==> config.mk <==
export PLATFORM = sky130hd
export DESIGN_NAME = edgrt_top
export DESIGN_NICKNAME = d
export VERILOG_FILES = /design/src/verilog/edgrt_pkg.sv /design/src/verilog/edgrt_tick_if.sv /design/src/verilog/edgrt_tick_gen.sv /design/src/verilog/edgrt_top.sv
export SDC_FILE = /design/constraint.sdc
export NUM_CORES = 2
export LEC_CHECK = 0
export ABC_CLOCK_PERIOD_IN_PS = 4350
export BUFFER_PORTS_ARGS = -buffer_cell sky130_fd_sc_hd__buf_2
export CAP_MARGIN = 20
export CORE_AREA = 2 2 478 480
export CTS_CLUSTER_DIAMETER = 150
export DETAILED_ROUTE_END_ITERATION = 10
export DIE_AREA = 0 0 480 482
export GPL_ROUTABILITY_DRIVEN = 0
export PLACE_DENSITY = 0.59
export SLEW_MARGIN = 0
export SYNTH_ARGS = -nofsm -noshare
export SYNTH_HDL_FRONTEND = slang
export SYNTH_SLANG_ARGS = --single-unit
==> constraint.sdc <==
create_clock -name clk_in -period 4.35 [get_ports clk_in]
set_input_delay 0.435 -clock clk_in [delete_from_list [all_inputs] [get_ports clk_in]]
set_output_delay 0.435 -clock clk_in [all_outputs]
set_load 0.005 [all_outputs]
==> src/verilog/edgrt_pkg.sv <==
// Purpose: Shared constants and types for the edge and runtime counter block
// Assumes: 10 MHz system clock, one clock domain
// Notes: All figures are named once here

package edgrt_pkg;
    // ====================================================
    // Sizes
    localparam int NUM_PINS = 31;
    localparam int CNT_W = 32;
    localparam int SEL_W = 5;
    // ====================================================
    // Timing
    localparam int CLK_HZ = 10_000_000;
    localparam int MS_PER_S = 1000;
    localparam int TICK_CYC = CLK_HZ / MS_PER_S;
    localparam logic [13:0] TICK_LAST = 14'(TICK_CYC - 1);
    localparam int MAX_EDGE_HZ = 10_000;
    // ====================================================
    // Field limits
    localparam logic [9:0] MS_LAST = 10'h3e7;
    localparam logic [5:0] SEC_LAST = 6'h3b;
    localparam logic [5:0] MIN_LAST = 6'h3b;
    localparam logic [4:0] HOUR_LAST = 5'h17;
    localparam logic [31:0] CNT_RESET = 32'h0000_0000;
    // ====================================================
    // Runtime field selector for load commands
    typedef enum logic [2:0] {
        EDGRT_F_MS,
        EDGRT_F_SEC,
        EDGRT_F_MIN,
        EDGRT_F_HOUR,
        EDGRT_F_DAY,
        EDGRT_F_TOTAL
    } edgrt_field_t;
endpackage

==> src/verilog/edgrt_tick_if.sv <==
// Purpose: Carries the millisecond tick between the tick divider and the top
// Assumes: Single clock
// Notes: Source drives tick, top consumes it
`timescale 1ns/1ps

interface edgrt_tick_if;
    logic tick; // One-cycle pulse each millisecond
    logic clear; // Restart divider phase
    modport source (output tick, input clear);
    modport sink (input tick, output clear);
endinterface

==> src/verilog/edgrt_tick_gen.sv <==
// Purpose: Divides the system clock to a one millisecond tick
// Assumes: Synchronous active-low reset
// Notes: Clear restarts the divider so a runtime reset starts a full interval
`timescale 1ns/1ps

module edgrt_tick_gen (
    input wire logic clk_in,
    input wire logic rst_b_in,
    edgrt_tick_if.source tk
);
    // ====================================================
    // State
    typedef struct packed {
        logic [13:0] div; // Cycle count within a millisecond
        logic tick; // Registered tick pulse
    } edgrt_tick_st_t;
    edgrt_tick_st_t st_q, st_d;

    // Next-state logic
    always_comb begin
        st_d = st_q;
        st_d.tick = 1'b0;
        if (tk.clear) begin
            st_d.div = '0;
        end else if (st_q.div == edgrt_pkg::TICK_LAST) begin
            st_d.div = '0;
            st_d.tick = 1'b1;
        end else begin
            st_d.div = st_q.div + 14'h1;
        end
    end

    // Register
    always_ff @(posedge clk_in) begin
        if (!rst_b_in) begin
            st_q <= '0;
        end else begin
            st_q <= st_d;
        end
    end

    assign tk.tick = st_q.tick;

    // Tick is followed by at least eight cycles without a tick
    property p_tick_gap;
        @(posedge clk_in) disable iff (!rst_b_in)
        st_q.tick && !tk.clear |=> !st_q.tick [*8];
    endproperty
    a_tick_gap: assert property (p_tick_gap) else $error("tick too close");
endmodule

==> src/verilog/edgrt_top.sv <==
// Purpose: Per-pin edge counters and cascaded runtime counters
// Assumes: Inputs synchronous to clk_in; commands are one-cycle strobes
// Notes: Runtime counting starts when loading_screen_in is first seen high
//
// Summary of operation
// - Each pin counter is unsigned 32 bits
// - Configured pin edge increments counter by one
// - Pin reset clears only selected counter
// - Pin load writes value, counting continues
// - All pin counters readable at any time
// - Edges counted at up to 10 kHz
// - Thirty-one counters, counter n on pin n
// - Runtime reset zeroes all fields, resumes counting
// - Runtime counters free-run, no calendar dependence
// - Runtime starts from zero at loading screen
// - Cascaded ms, s, min, h fields wrap
// - Day field counts days, 32 bits
// - Total field counts milliseconds, 32 bits
// - Load to runtime field overwrites it
// - Each runtime field pulses on wrap
`timescale 1ns/1ps

module edgrt_top #(
    parameter int NUM_PINS = edgrt_pkg::NUM_PINS
) (
    input wire logic clk_in,
    input wire logic rst_b_in,
    input wire logic [NUM_PINS-1:0] pin_level_in, // Digital input pins
    input wire logic [NUM_PINS-1:0] pin_sense_en_in, // Pin set up for edge sensing
    input wire logic [NUM_PINS-1:0] pin_fall_sel_in, // 1 = falling, 0 = rising
    input wire logic pin_reset_in, // Clear selected pin counter
    input wire logic pin_load_in, // Load selected pin counter
    input wire logic [edgrt_pkg::SEL_W-1:0] pin_sel_in, // Pin counter selector
    input wire logic [31:0] load_value_in, // Value for any load
    input wire logic loading_screen_in, // Module reached loading screen
    input wire logic run_reset_in, // Zero all runtime fields
    input wire logic run_load_in, // Load one runtime field
    input wire logic [2:0] run_field_sel_in, // Runtime field selector
    output logic [NUM_PINS*32-1:0] pin_edge_count_out, // All pin counters
    output logic [9:0] run_millisecond_field_out,
    output logic [5:0] run_second_field_out,
    output logic [5:0] run_minute_field_out,
    output logic [4:0] run_hour_field_out,
    output logic [31:0] run_day_field_out,
    output logic [31:0] run_total_milliseconds_out,
    output logic [5:0] run_wrap_out // Wrap pulses: ms, s, min, h, day, total
);
    // ====================================================
    // Types and state
    typedef enum logic [0:0] {
        EDGRT_IDLE,
        EDGRT_RUN
    } edgrt_run_state_t;

    typedef struct packed {
        logic [NUM_PINS-1:0][31:0] pin_cnt; // Pin edge counters
        logic [NUM_PINS-1:0] pin_prev; // Last sampled pin level
        edgrt_run_state_t run_st; // Runtime started or not
        logic [9:0] ms; // Millisecond field
        logic [5:0] sec; // Second field
        logic [5:0] min; // Minute field
        logic [4:0] hour; // Hour field
        logic [31:0] day; // Day field
        logic [31:0] total; // Total milliseconds
        logic [5:0] wrap; // Registered wrap pulses
    } edgrt_state_t;

    edgrt_state_t st_q, st_d;
    edgrt_tick_if tk ();
    logic [NUM_PINS-1:0] edge_hit; // Configured edge seen this cycle

    // Millisecond divider
    edgrt_tick_gen u_tick (
        .clk_in(clk_in),
        .rst_b_in(rst_b_in),
        .tk(tk)
    );

    // Check whether a field is the one addressed by a load
    function automatic logic field_hit(input logic ld, input logic [2:0] sel,
                                       input edgrt_pkg::edgrt_field_t f);
        field_hit = ld && (sel == f);
    endfunction

    // ====================================================
    // Edge detection per pin
    // Restart divider on runtime reset or before counting starts
    assign tk.clear = run_reset_in || (st_q.run_st == EDGRT_IDLE);

    genvar gi;
    generate
        for (gi = 0; gi < NUM_PINS; gi++) begin : g_edge
            // Rising or falling as selected, only while sensing is enabled
            assign edge_hit[gi] = pin_sense_en_in[gi] &&
                (pin_fall_sel_in[gi] ? (st_q.pin_prev[gi] && !pin_level_in[gi]) :
                                       (!st_q.pin_prev[gi] && pin_level_in[gi]));
            // Counter n sits at slice n
            assign pin_edge_count_out[gi*32 +: 32] = st_q.pin_cnt[gi];
        end
    endgenerate

    // ====================================================
    // Next-state logic
    always_comb begin
        logic cy_ms;
        logic cy_sec;
        logic cy_min;
        logic cy_hour;
        cy_ms = 1'b0;
        cy_sec = 1'b0;
        cy_min = 1'b0;
        cy_hour = 1'b0;
        st_d = st_q;
        st_d.pin_prev = pin_level_in;
        st_d.wrap = '0;

        // Pin counters: command for selected pin wins over an edge
        for (int i = 0; i < NUM_PINS; i++) begin
            if (pin_reset_in && (pin_sel_in == 5'(i))) begin
                st_d.pin_cnt[i] = edgrt_pkg::CNT_RESET;
            end else if (pin_load_in && (pin_sel_in == 5'(i))) begin
                st_d.pin_cnt[i] = load_value_in;
            end else if (edge_hit[i]) begin
                st_d.pin_cnt[i] = st_q.pin_cnt[i] + 32'h1;
            end
        end

        // Runtime counters
        case (st_q.run_st)
            EDGRT_IDLE: begin
                // Hold at zero until the loading screen shows
                if (loading_screen_in) begin
                    st_d.run_st = EDGRT_RUN;
                end
            end
            EDGRT_RUN: begin
                if (tk.tick) begin
                    st_d.total = st_q.total + 32'h1;
                    st_d.wrap[5] = (st_q.total == 32'hffff_ffff);
                    cy_ms = (st_q.ms == edgrt_pkg::MS_LAST);
                    st_d.ms = cy_ms ? 10'h0 : st_q.ms + 10'h1;
                    if (cy_ms) begin
                        cy_sec = (st_q.sec == edgrt_pkg::SEC_LAST);
                        st_d.sec = cy_sec ? 6'h0 : st_q.sec + 6'h1;
                    end
                    if (cy_sec) begin
                        cy_min = (st_q.min == edgrt_pkg::MIN_LAST);
                        st_d.min = cy_min ? 6'h0 : st_q.min + 6'h1;
                    end
                    if (cy_min) begin
                        cy_hour = (st_q.hour == edgrt_pkg::HOUR_LAST);
                        st_d.hour = cy_hour ? 5'h0 : st_q.hour + 5'h1;
                    end
                    if (cy_hour) begin
                        st_d.day = st_q.day + 32'h1;
                        st_d.wrap[4] = (st_q.day == 32'hffff_ffff);
                    end
                    st_d.wrap[3:0] = {cy_hour, cy_min, cy_sec, cy_ms};
                end
            end
            default: begin
                st_d.run_st = EDGRT_IDLE;
            end
        endcase

        // Field loads overwrite after counting
        if (field_hit(run_load_in, run_field_sel_in, edgrt_pkg::EDGRT_F_MS)) begin
            st_d.ms = load_value_in[9:0];
        end
        if (field_hit(run_load_in, run_field_sel_in, edgrt_pkg::EDGRT_F_SEC)) begin
            st_d.sec = load_value_in[5:0];
        end
        if (field_hit(run_load_in, run_field_sel_in, edgrt_pkg::EDGRT_F_MIN)) begin
            st_d.min = load_value_in[5:0];
        end
        if (field_hit(run_load_in, run_field_sel_in, edgrt_pkg::EDGRT_F_HOUR)) begin
            st_d.hour = load_value_in[4:0];
        end
        if (field_hit(run_load_in, run_field_sel_in, edgrt_pkg::EDGRT_F_DAY)) begin
            st_d.day = load_value_in;
        end
        if (field_hit(run_load_in, run_field_sel_in, edgrt_pkg::EDGRT_F_TOTAL)) begin
            st_d.total = load_value_in;
        end

        // Global runtime reset wins over counting and field loads
        if (run_reset_in) begin
            st_d.ms = '0;
            st_d.sec = '0;
            st_d.min = '0;
            st_d.hour = '0;
            st_d.day = '0;
            st_d.total = '0;
        end
    end

    // ====================================================
    // Register: free-running, no configuration needed
    always_ff @(posedge clk_in) begin
        if (!rst_b_in) begin
            st_q <= '0;
        end else begin
            st_q <= st_d;
        end
    end

    // Outputs from flip-flops
    assign run_millisecond_field_out = st_q.ms;
    assign run_second_field_out = st_q.sec;
    assign run_minute_field_out = st_q.min;
    assign run_hour_field_out = st_q.hour;
    assign run_day_field_out = st_q.day;
    assign run_total_milliseconds_out = st_q.total;
    assign run_wrap_out = st_q.wrap;

    // ====================================================
    // Assertions
    property p_edge_inc;
        @(posedge clk_in) disable iff (!rst_b_in)
        edge_hit[0] && !pin_reset_in && !pin_load_in |=>
            st_q.pin_cnt[0] == $past(st_q.pin_cnt[0]) + 32'h1;
    endproperty
    a_edge_inc: assert property (p_edge_inc) else $error("edge not counted");

    // Reset of one counter leaves a far counter counting on
    property p_pin_reset;
        @(posedge clk_in) disable iff (!rst_b_in)
        pin_reset_in && pin_sel_in == 5'h0 |=> st_q.pin_cnt[0] == 32'h0 &&
            st_q.pin_cnt[30] == $past(st_q.pin_cnt[30]) + 32'($past(edge_hit[30]));
    endproperty
    a_pin_reset: assert property (p_pin_reset) else $error("pin reset wrong");

    property p_pin_load;
        @(posedge clk_in) disable iff (!rst_b_in)
        pin_load_in && !pin_reset_in && pin_sel_in == 5'h7 |=>
            st_q.pin_cnt[7] == $past(load_value_in);
    endproperty
    a_pin_load: assert property (p_pin_load) else $error("pin load wrong");

    // A pin without edge sensing never counts, even while it toggles
    property p_no_sense;
        @(posedge clk_in) disable iff (!rst_b_in)
        !pin_sense_en_in[5] && !pin_reset_in && !pin_load_in |=> $stable(st_q.pin_cnt[5]);
    endproperty
    a_no_sense: assert property (p_no_sense) else $error("count without sense");

    // Runtime reset clears every field together
    property p_run_reset;
        @(posedge clk_in) disable iff (!rst_b_in)
        run_reset_in |=> st_q.ms == 10'h0 && st_q.sec == 6'h0 && st_q.min == 6'h0 &&
            st_q.hour == 5'h0 && st_q.day == 32'h0 && st_q.total == 32'h0;
    endproperty
    a_run_reset: assert property (p_run_reset) else $error("runtime reset wrong");

    // Total holds still until the loading screen starts the runtime
    property p_idle_zero;
        @(posedge clk_in) disable iff (!rst_b_in)
        st_q.run_st == EDGRT_IDLE && !run_load_in && !run_reset_in |=>
            st_q.total == $past(st_q.total);
    endproperty
    a_idle_zero: assert property (p_idle_zero) else $error("counted before start");

    property p_ms_range;
        @(posedge clk_in) disable iff (!rst_b_in)
        $past(st_q.ms) == edgrt_pkg::MS_LAST && $past(tk.tick) && !$past(run_load_in) &&
            st_q.run_st == EDGRT_RUN |-> st_q.ms == 10'h0 && st_q.wrap[0];
    endproperty
    a_ms_range: assert property (p_ms_range) else $error("ms wrap wrong");

    property p_total_step;
        @(posedge clk_in) disable iff (!rst_b_in)
        st_q.run_st == EDGRT_RUN && tk.tick && !run_reset_in && !run_load_in |=>
            st_q.total == $past(st_q.total) + 32'h1;
    endproperty
    a_total_step: assert property (p_total_step) else $error("total not stepped");

    property p_hour_max;
        @(posedge clk_in) disable iff (!rst_b_in)
        !run_load_in |=> st_q.hour <= edgrt_pkg::HOUR_LAST || $past(st_q.hour) > 5'h17;
    endproperty
    a_hour_max: assert property (p_hour_max) else $error("hour out of range");

    // Last millisecond of a day steps the day field
    property p_day_step;
        @(posedge clk_in) disable iff (!rst_b_in)
        st_q.run_st == EDGRT_RUN && tk.tick && st_q.ms == edgrt_pkg::MS_LAST &&
            st_q.sec == edgrt_pkg::SEC_LAST && st_q.min == edgrt_pkg::MIN_LAST &&
            st_q.hour == edgrt_pkg::HOUR_LAST && !run_reset_in && !run_load_in |=>
            st_q.day == $past(st_q.day) + 32'h1 && st_q.hour == 5'h0;
    endproperty
    a_day_step: assert property (p_day_step) else $error("day not stepped");

    // Counter at its top value rolls over to zero
    property p_pin_wrap;
        @(posedge clk_in) disable iff (!rst_b_in)
        edge_hit[7] && !pin_reset_in && !pin_load_in && st_q.pin_cnt[7] == 32'hffff_ffff |=>
            st_q.pin_cnt[7] == 32'h0;
    endproperty
    a_pin_wrap: assert property (p_pin_wrap) else $error("pin count saturated");

    // Load of the second field overwrites it
    property p_sec_load;
        @(posedge clk_in) disable iff (!rst_b_in)
        run_load_in && run_field_sel_in == 3'h1 && !run_reset_in |=>
            st_q.sec == $past(load_value_in[5:0]);
    endproperty
    a_sec_load: assert property (p_sec_load) else $error("field load wrong");

    // Main scenarios reached
    c_edge: cover property (@(posedge clk_in) disable iff (!rst_b_in) edge_hit[0]);
    c_sec_wrap: cover property (@(posedge clk_in) disable iff (!rst_b_in) st_q.wrap[1]);
    c_load: cover property (@(posedge clk_in) disable iff (!rst_b_in) run_load_in);
    c_total_wrap: cover property (@(posedge clk_in) disable iff (!rst_b_in) st_q.wrap[5]);
    c_run_reset: cover property (@(posedge clk_in) disable iff (!rst_b_in) run_reset_in);
endmodule

### Word level (Yosys, flattened, before mapping)

Cells that the tools add are included.

| cells by class | value |
|---|---|
| add/sub/neg operators | 38 |
| reductions and logical operators | 315 |
| multiplexer cells | 122 |
| bitwise operators | 2 |
| equality and inequality tests | 42 |

Operator list:

| kind | count |
|---|---|
| $mux 32 | 65 |
| $add 32x1->32 const B | 33 |
| $mux 97 | 2 |
| $logic_and 1x1->1 | 161 |
| $reduce_bool 2->1 | 47 |
| $eq 5x5->1 const B | 16 |
| $reduce_or 2->1 | 33 |
| $eq 32x32->1 const B | 2 |
| $logic_not 1->1 | 62 |
| $mux 1 | 44 |
| $eq 5x4->1 const B | 8 |
| $mux 6 | 6 |
| $eq 5x3->1 const B | 4 |
| $mux 10 | 2 |
| $mux 5 | 3 |
| $reduce_and 3->1 | 5 |
| $add 14x1->14 const B | 1 |
| $eq 14x14->1 const B | 1 |
| $add 6x1->6 const B | 2 |
| $eq 6x6->1 const B | 2 |
| $add 10x1->10 const B | 1 |
| $eq 10x10->1 const B | 1 |
| $eq 5x2->1 const B | 2 |
| $eq 3x2->1 const B | 2 |
| 11 further kinds | 14 |

| word-level totals | value |
|---|---|
| output and inout bits | 1089 |
| logic and storage cells | 562 |
| input bits | 140 |
| register bits after elaboration | 1136 |

### Longest topological paths before layout

| logic depth | value |
|---|---|
| word-level depth | 14 |
| gate-level depth with buffers | 9 |
| mapped depth without buffers | 6 |

### By module

From an unflattened synthesis, not the netlist that was laid out.

| second synthesis, totals | value |
|---|---|
| cell total of the unflattened synthesis | 8469 |
| area, all modules | 67627.4 µm² |

Modules (own cells, without submodules):

| module | cells an instance | area each (µm²) | seq. area each (µm²) | times used |
|---|---|---|---|---|
| edgrt_top | 8400 | 66981.7 | 22441.5 | 1 |
| edgrt_tick_gen | 69 | 645.6 | 300.3 | 1 |

### Least setup slack after synthesis

OpenSTA, ideal clock, no wires.

| path | value |
|---|---|
| path type | input to register |
| start point | input port pin_fall_sel_in[19] |
| end point | register st_q, in the netlist pin_edge_count_out[637] |
| arrival time | 2.122 ns |
| cell stages on the path | 6 |
| required time | 4.276 ns |
| slack | 2.154 ns |
| path buffers | 1 |
| library setup time | 0.074 ns |
| cell sequence | or3b_4 a21o_1 or3_1 clkbuf_2 or4_1 a31oi_1 |

| on the way | value |
|---|---|
| word-level cells in the longest chain between the ends | 3 |

RTL lines:

| what | line | source |
|---|---|---|
| start, declared | edgrt_top.sv:30 | `input wire logic [NUM_PINS-1:0] pin_fall_sel_in,` |
| $mux 1 | edgrt_top.sv:95 | `(pin_fall_sel_in[gi] ? (st_q.pin_prev[gi] && !pin_level_in[gi]) :` |
| $logic_and 1x1->1 | edgrt_top.sv:94 | `assign edge_hit[gi] = pin_sense_en_in[gi] &&` |
| $reduce_bool 2->1 (no line) | - |  |
| end signal, assigned | edgrt_top.sv:203 | `st_q <= st_d;` |
| end, declared | edgrt_top.sv:68 | `edgrt_state_t st_q, st_d;` |

No other way between the ends.
A chain may end at the register's enable or synchronous reset.

### Worst setup path in the final report

| path | value |
|---|---|
| start point | register st_q, in the netlist run_millisecond_field_out[0] |
| end point | register st_q, in the netlist run_day_field_out[9] |

| on the way | value |
|---|---|
| word-level cells in the longest chain between the ends | 12 |

RTL lines:

| what | line | source |
|---|---|---|
| $eq 10x10->1 | edgrt_top.sv:140 | `cy_ms = (st_q.ms == edgrt_pkg::MS_LAST);` |
| $mux 1 | edgrt_top.sv:142 | `if (cy_ms) begin` |
| $mux 1 | edgrt_top.sv:137 | `if (tk.tick) begin` |
| $mux 1 | edgrt_top.sv:129 | `case (st_q.run_st)` |
| $mux 1 | edgrt_top.sv:146 | `if (cy_sec) begin` |
| $mux 1 | edgrt_top.sv:137 |  |
| $mux 1 | edgrt_top.sv:129 |  |
| $mux 1 | edgrt_top.sv:150 | `if (cy_min) begin` |
| $mux 1 | edgrt_top.sv:137 |  |
| $mux 1 | edgrt_top.sv:129 |  |
| $reduce_bool 2->1 (no line) | - |  |
| $reduce_and 3->1 (no line) | - |  |

No other way between the ends. The select of a mux whose other input is x is not followed.

==> reports/qor.yml <==
global_routing:
  antenna_found_initial: 54
  grt_max_degree: 78
  gr-total-overflow: 0
  grt_usage: 0.277
  grt_pass1_vias: 59200
  grt_pass1_wl_mm: 465
run:
  drv_cap: 0
final_layout:
  post-route-util: 0.337
  layout.nets: 8835
  fill_cells: 23700
  drive_above_1_share: 0.194
  seq_area_um2: 22700
  multi_input_area_um2: 36700
  syn2layout_area_growth_pct: 8.95
setup_path:
  r2r_end: "run_day_field_out[9]"
  rrSetupSlack_ns: 1.42
  r2r-start: "run_millisecond_field_out[0]"
  crit_arrival_ns: 3.66
  worstSetupStartpointType: "flop"
  path_class: "flop to flop"
  ff2ff_path_depth: 6
  cp_max_fo: 27
  critPathCaptureType: "flop"
  cp.required_ns: 5.08
routing:
  first_pass_iters: 11
  wl_mm: 339
  drc: 1
  via_per_inst: 5.59
  wire_per_inst_um: 28.7
  drt_iter0_drc: 6787
  num_vias: 66000
  drtAntennaViolNets: 0
synthesis:
  yosys-top-cells-area: "dfxtp_1 32%, buf_4 12%, xnor2_1 8.0%, a211oi_1 6.4%, nor2_1 4.3%"
  synth-edff-count: 0
  synthMostInstantiatedCell: "dfxtp_1"
  ys_seq_elements: 1136
  yosysSeqAreaShare: 0.324
  synthArstFlopShare: 0
  netlist_area_um2: 70100
  ys.flop_type: "dfxtp_1"
  synth_warnings: 0
  postSynthAreaPerCell_um2: 7.99
  syn_nets: 8952
  synth_area_leader_cell: "dfxtp_1"
  ys_types: 83
  syn_inst: 8774
  synth.top_cell.area_share: 0.324
  synthTopCellsByCount: "1136 x dfxtp_1, 1089 x buf_4, 809 x nor2_1, 643 x xnor2_1, 598 x a211oi_1"
sta:
  finalSetupTns_ns: 0
  max_slew.worst_pin.slew_ns: 1.14
  hold_viol_final: 0
  slew_headroom: 0.239
  fmax_mhz: 342
  min_period_ns: 2.93
  grt_setup_unrepaired: "no"
  clock_skew_ns: 0.0355
  finalMaxSlewViolations: 0
  fin_crit_sh: 0.673
  setup_viol: 0
clock_tree:
  cts.reportedPaths.clkPinSlew_ns: 0.06
  clk_latency_ns: 0.82
  ctsLongestPathBuffers: 3
  cts_root_buf: "clkbuf_16"
  cts_buffers: 141
  cts_resized: 0
  cts_tree: "built"
  htree_levels: 4
  clock-sinks: 1136
min_path:
  hold_depth: 2
  min_to: "st_q[120]"
  hold_class: "input pin to flop"
  worstHoldStart: "rst_b_in"
status:
  outcome: "complete, but fails checks"
  violations: "DRC"
floorplanning:
  dieWidth_um: 480
  rows: 175
  die_h_um: 482
  io_pins: 1229
  core_um2: 226000
  dieArea_um2: 231000
  initial_utilization: 0.310
place:
  portBuffers: 1228
  dpl.hpwl_mm: 239
power:
  sw_frac_of_total: 0.272
  worst_ir_drop_vdd_mv: 0.352
  switchingPower_mw: 6.80
  power_density_nw_per_um2: 328
  p_leak_nw: 27.6
  p_int_mw: 18.2
  seq_power_share: 0.432
  pwr-share-comb: 0.077
  power_frac_clock: 0.491
==> power groups by stage <==
stage | clock (mW) | sequential [mW] | combinational, mW
3_3_place_gp | 0 | 11.0 | 1.86
2_1_floorplan | 0 | 11.0 | 0.979
6_report | 12.3 | 10.8 | 1.93
4_1_cts | 12.5 | 10.8 | 1.91
3_5_place_dp | 0 | 11.0 | 1.88
5_1_grt | 12.9 | 10.8 | 2.01
==> how the worst max path moves through the flow <==
stage                                       from                      end  depth (start not counted)
floorplan                    pin_fall_sel_in[19]  pin_edge_count_out[637]                          6
global placement                   pin_sel_in[3]  pin_edge_count_out[399]                          5
detailed placement                 pin_sel_in[4]  pin_edge_count_out[251]                          5
CTS                 run_millisecond_field_out[0]     run_day_field_out[9]                          6
global route        run_millisecond_field_out[0]     run_day_field_out[9]                          6
finish              run_millisecond_field_out[0]     run_day_field_out[9]                          6
==> per-stage QoR <==
| step | hold WS [ns] | power, mW | std cells | setup slack [ns] | cell area, µm² |
|---|---|---|---|---|---|
| after detailed placement | 0.443 | 12.9 | 11500 | 0.927 | 71100 |
| final | 0.0577 | 25.0 | 11800 | 1.42 | 76400 |
| after CTS | 0.00513 | 25.2 | 11800 | 1.46 | 76100 |
| after floorplan | 0.418 | 11.9 | 8774 | 2.15 | 70100 |
| after global placement | 0.428 | 12.9 | 11500 | 0.713 | 70900 |
| after global routing | 0.0225 | 25.7 | 11800 | 1.27 | 76300 |
==> area by class of cell <==
type                       instances  area share
timing repair buffer            1408       0.103
clock buffer                     212      0.0562
tap                             3009      0.0493
inverter                         129     0.00634
antenna                           26    0.000852
sequential                      1136       0.298
clock inverter                    39     0.00588
multi-input combinational       5841       0.481
==> critical path, cell delays in order (launching register included) <==
cell and delay (ns):
dfxtp_1 0.41, ha_1 0.22, nand2_1 0.15, nor4_4 0.62
nand3_2 0.61, or4_1 0.67, a31oi_1 0.16
==> sequential cells by signal (all words and copies together) (netlist names) <==
signal                      count
pin_edge_count_out            992
run_day_field_out              32
run_total_milliseconds_out     32
st_q                           32
u_tick.st_q                    14
run_millisecond_field_out      10
run_minute_field_out            6
run_second_field_out            6
run_wrap_out                    6
run_hour_field_out              5
u_tick.tk.tick                  1
==> cells in the final DEF (no fill, tap or decap), types with 335 or more instances in the layout <==
| cell | synthesis | routed |
|---|---|---|
| a21oi_1 | 442 | 442 |
| o21ai_0 | 481 | 479 |
| a211oi_1 | 598 | 598 |
| xor2_1 | 335 | 335 |
| dfxtp_1 | 1136 | 1136 |
| nand2_1 | 427 | 400 |
| buf_2 | 10 | 1196 |
| nor2_1 | 809 | 808 |
| xnor2_1 | 643 | 643 |
| nand3_1 | 344 | 344 |
==> logic make-up after synthesis <==
kind of cell / count (synthesis) / synth area share
multiplexers: 63 / 0.00900
AO/OA/AOI/OAI: 1762 / 0.156
adder cells (fa/ha/maj): 38 / 0.00678
flip-flops: 1136 / 0.324
XOR/XNOR: 978 / 0.122
buffers and inverters: 1797 / 0.155
AND/OR/NAND/NOR: 3000 / 0.226
==> metal layers <==
metal | vias up | GRT usage | wire [µm]
li1 | 30000 | - | -
met1 | 31600 | 0.324 | 127000
met2 | 3501 | 0.427 | 148000
met3 | 897 | 0.0936 | 37200
met4 | 10 | 0.192 | 26200
met5 | - | 0 | 59
==> repair_timing <==
action	in CTS	in global routing
setup buffers	0	0
hold buffers	32	0
hold endpoints to repair	32	0
No activity file was read; power rests on OpenSTA's default activity.
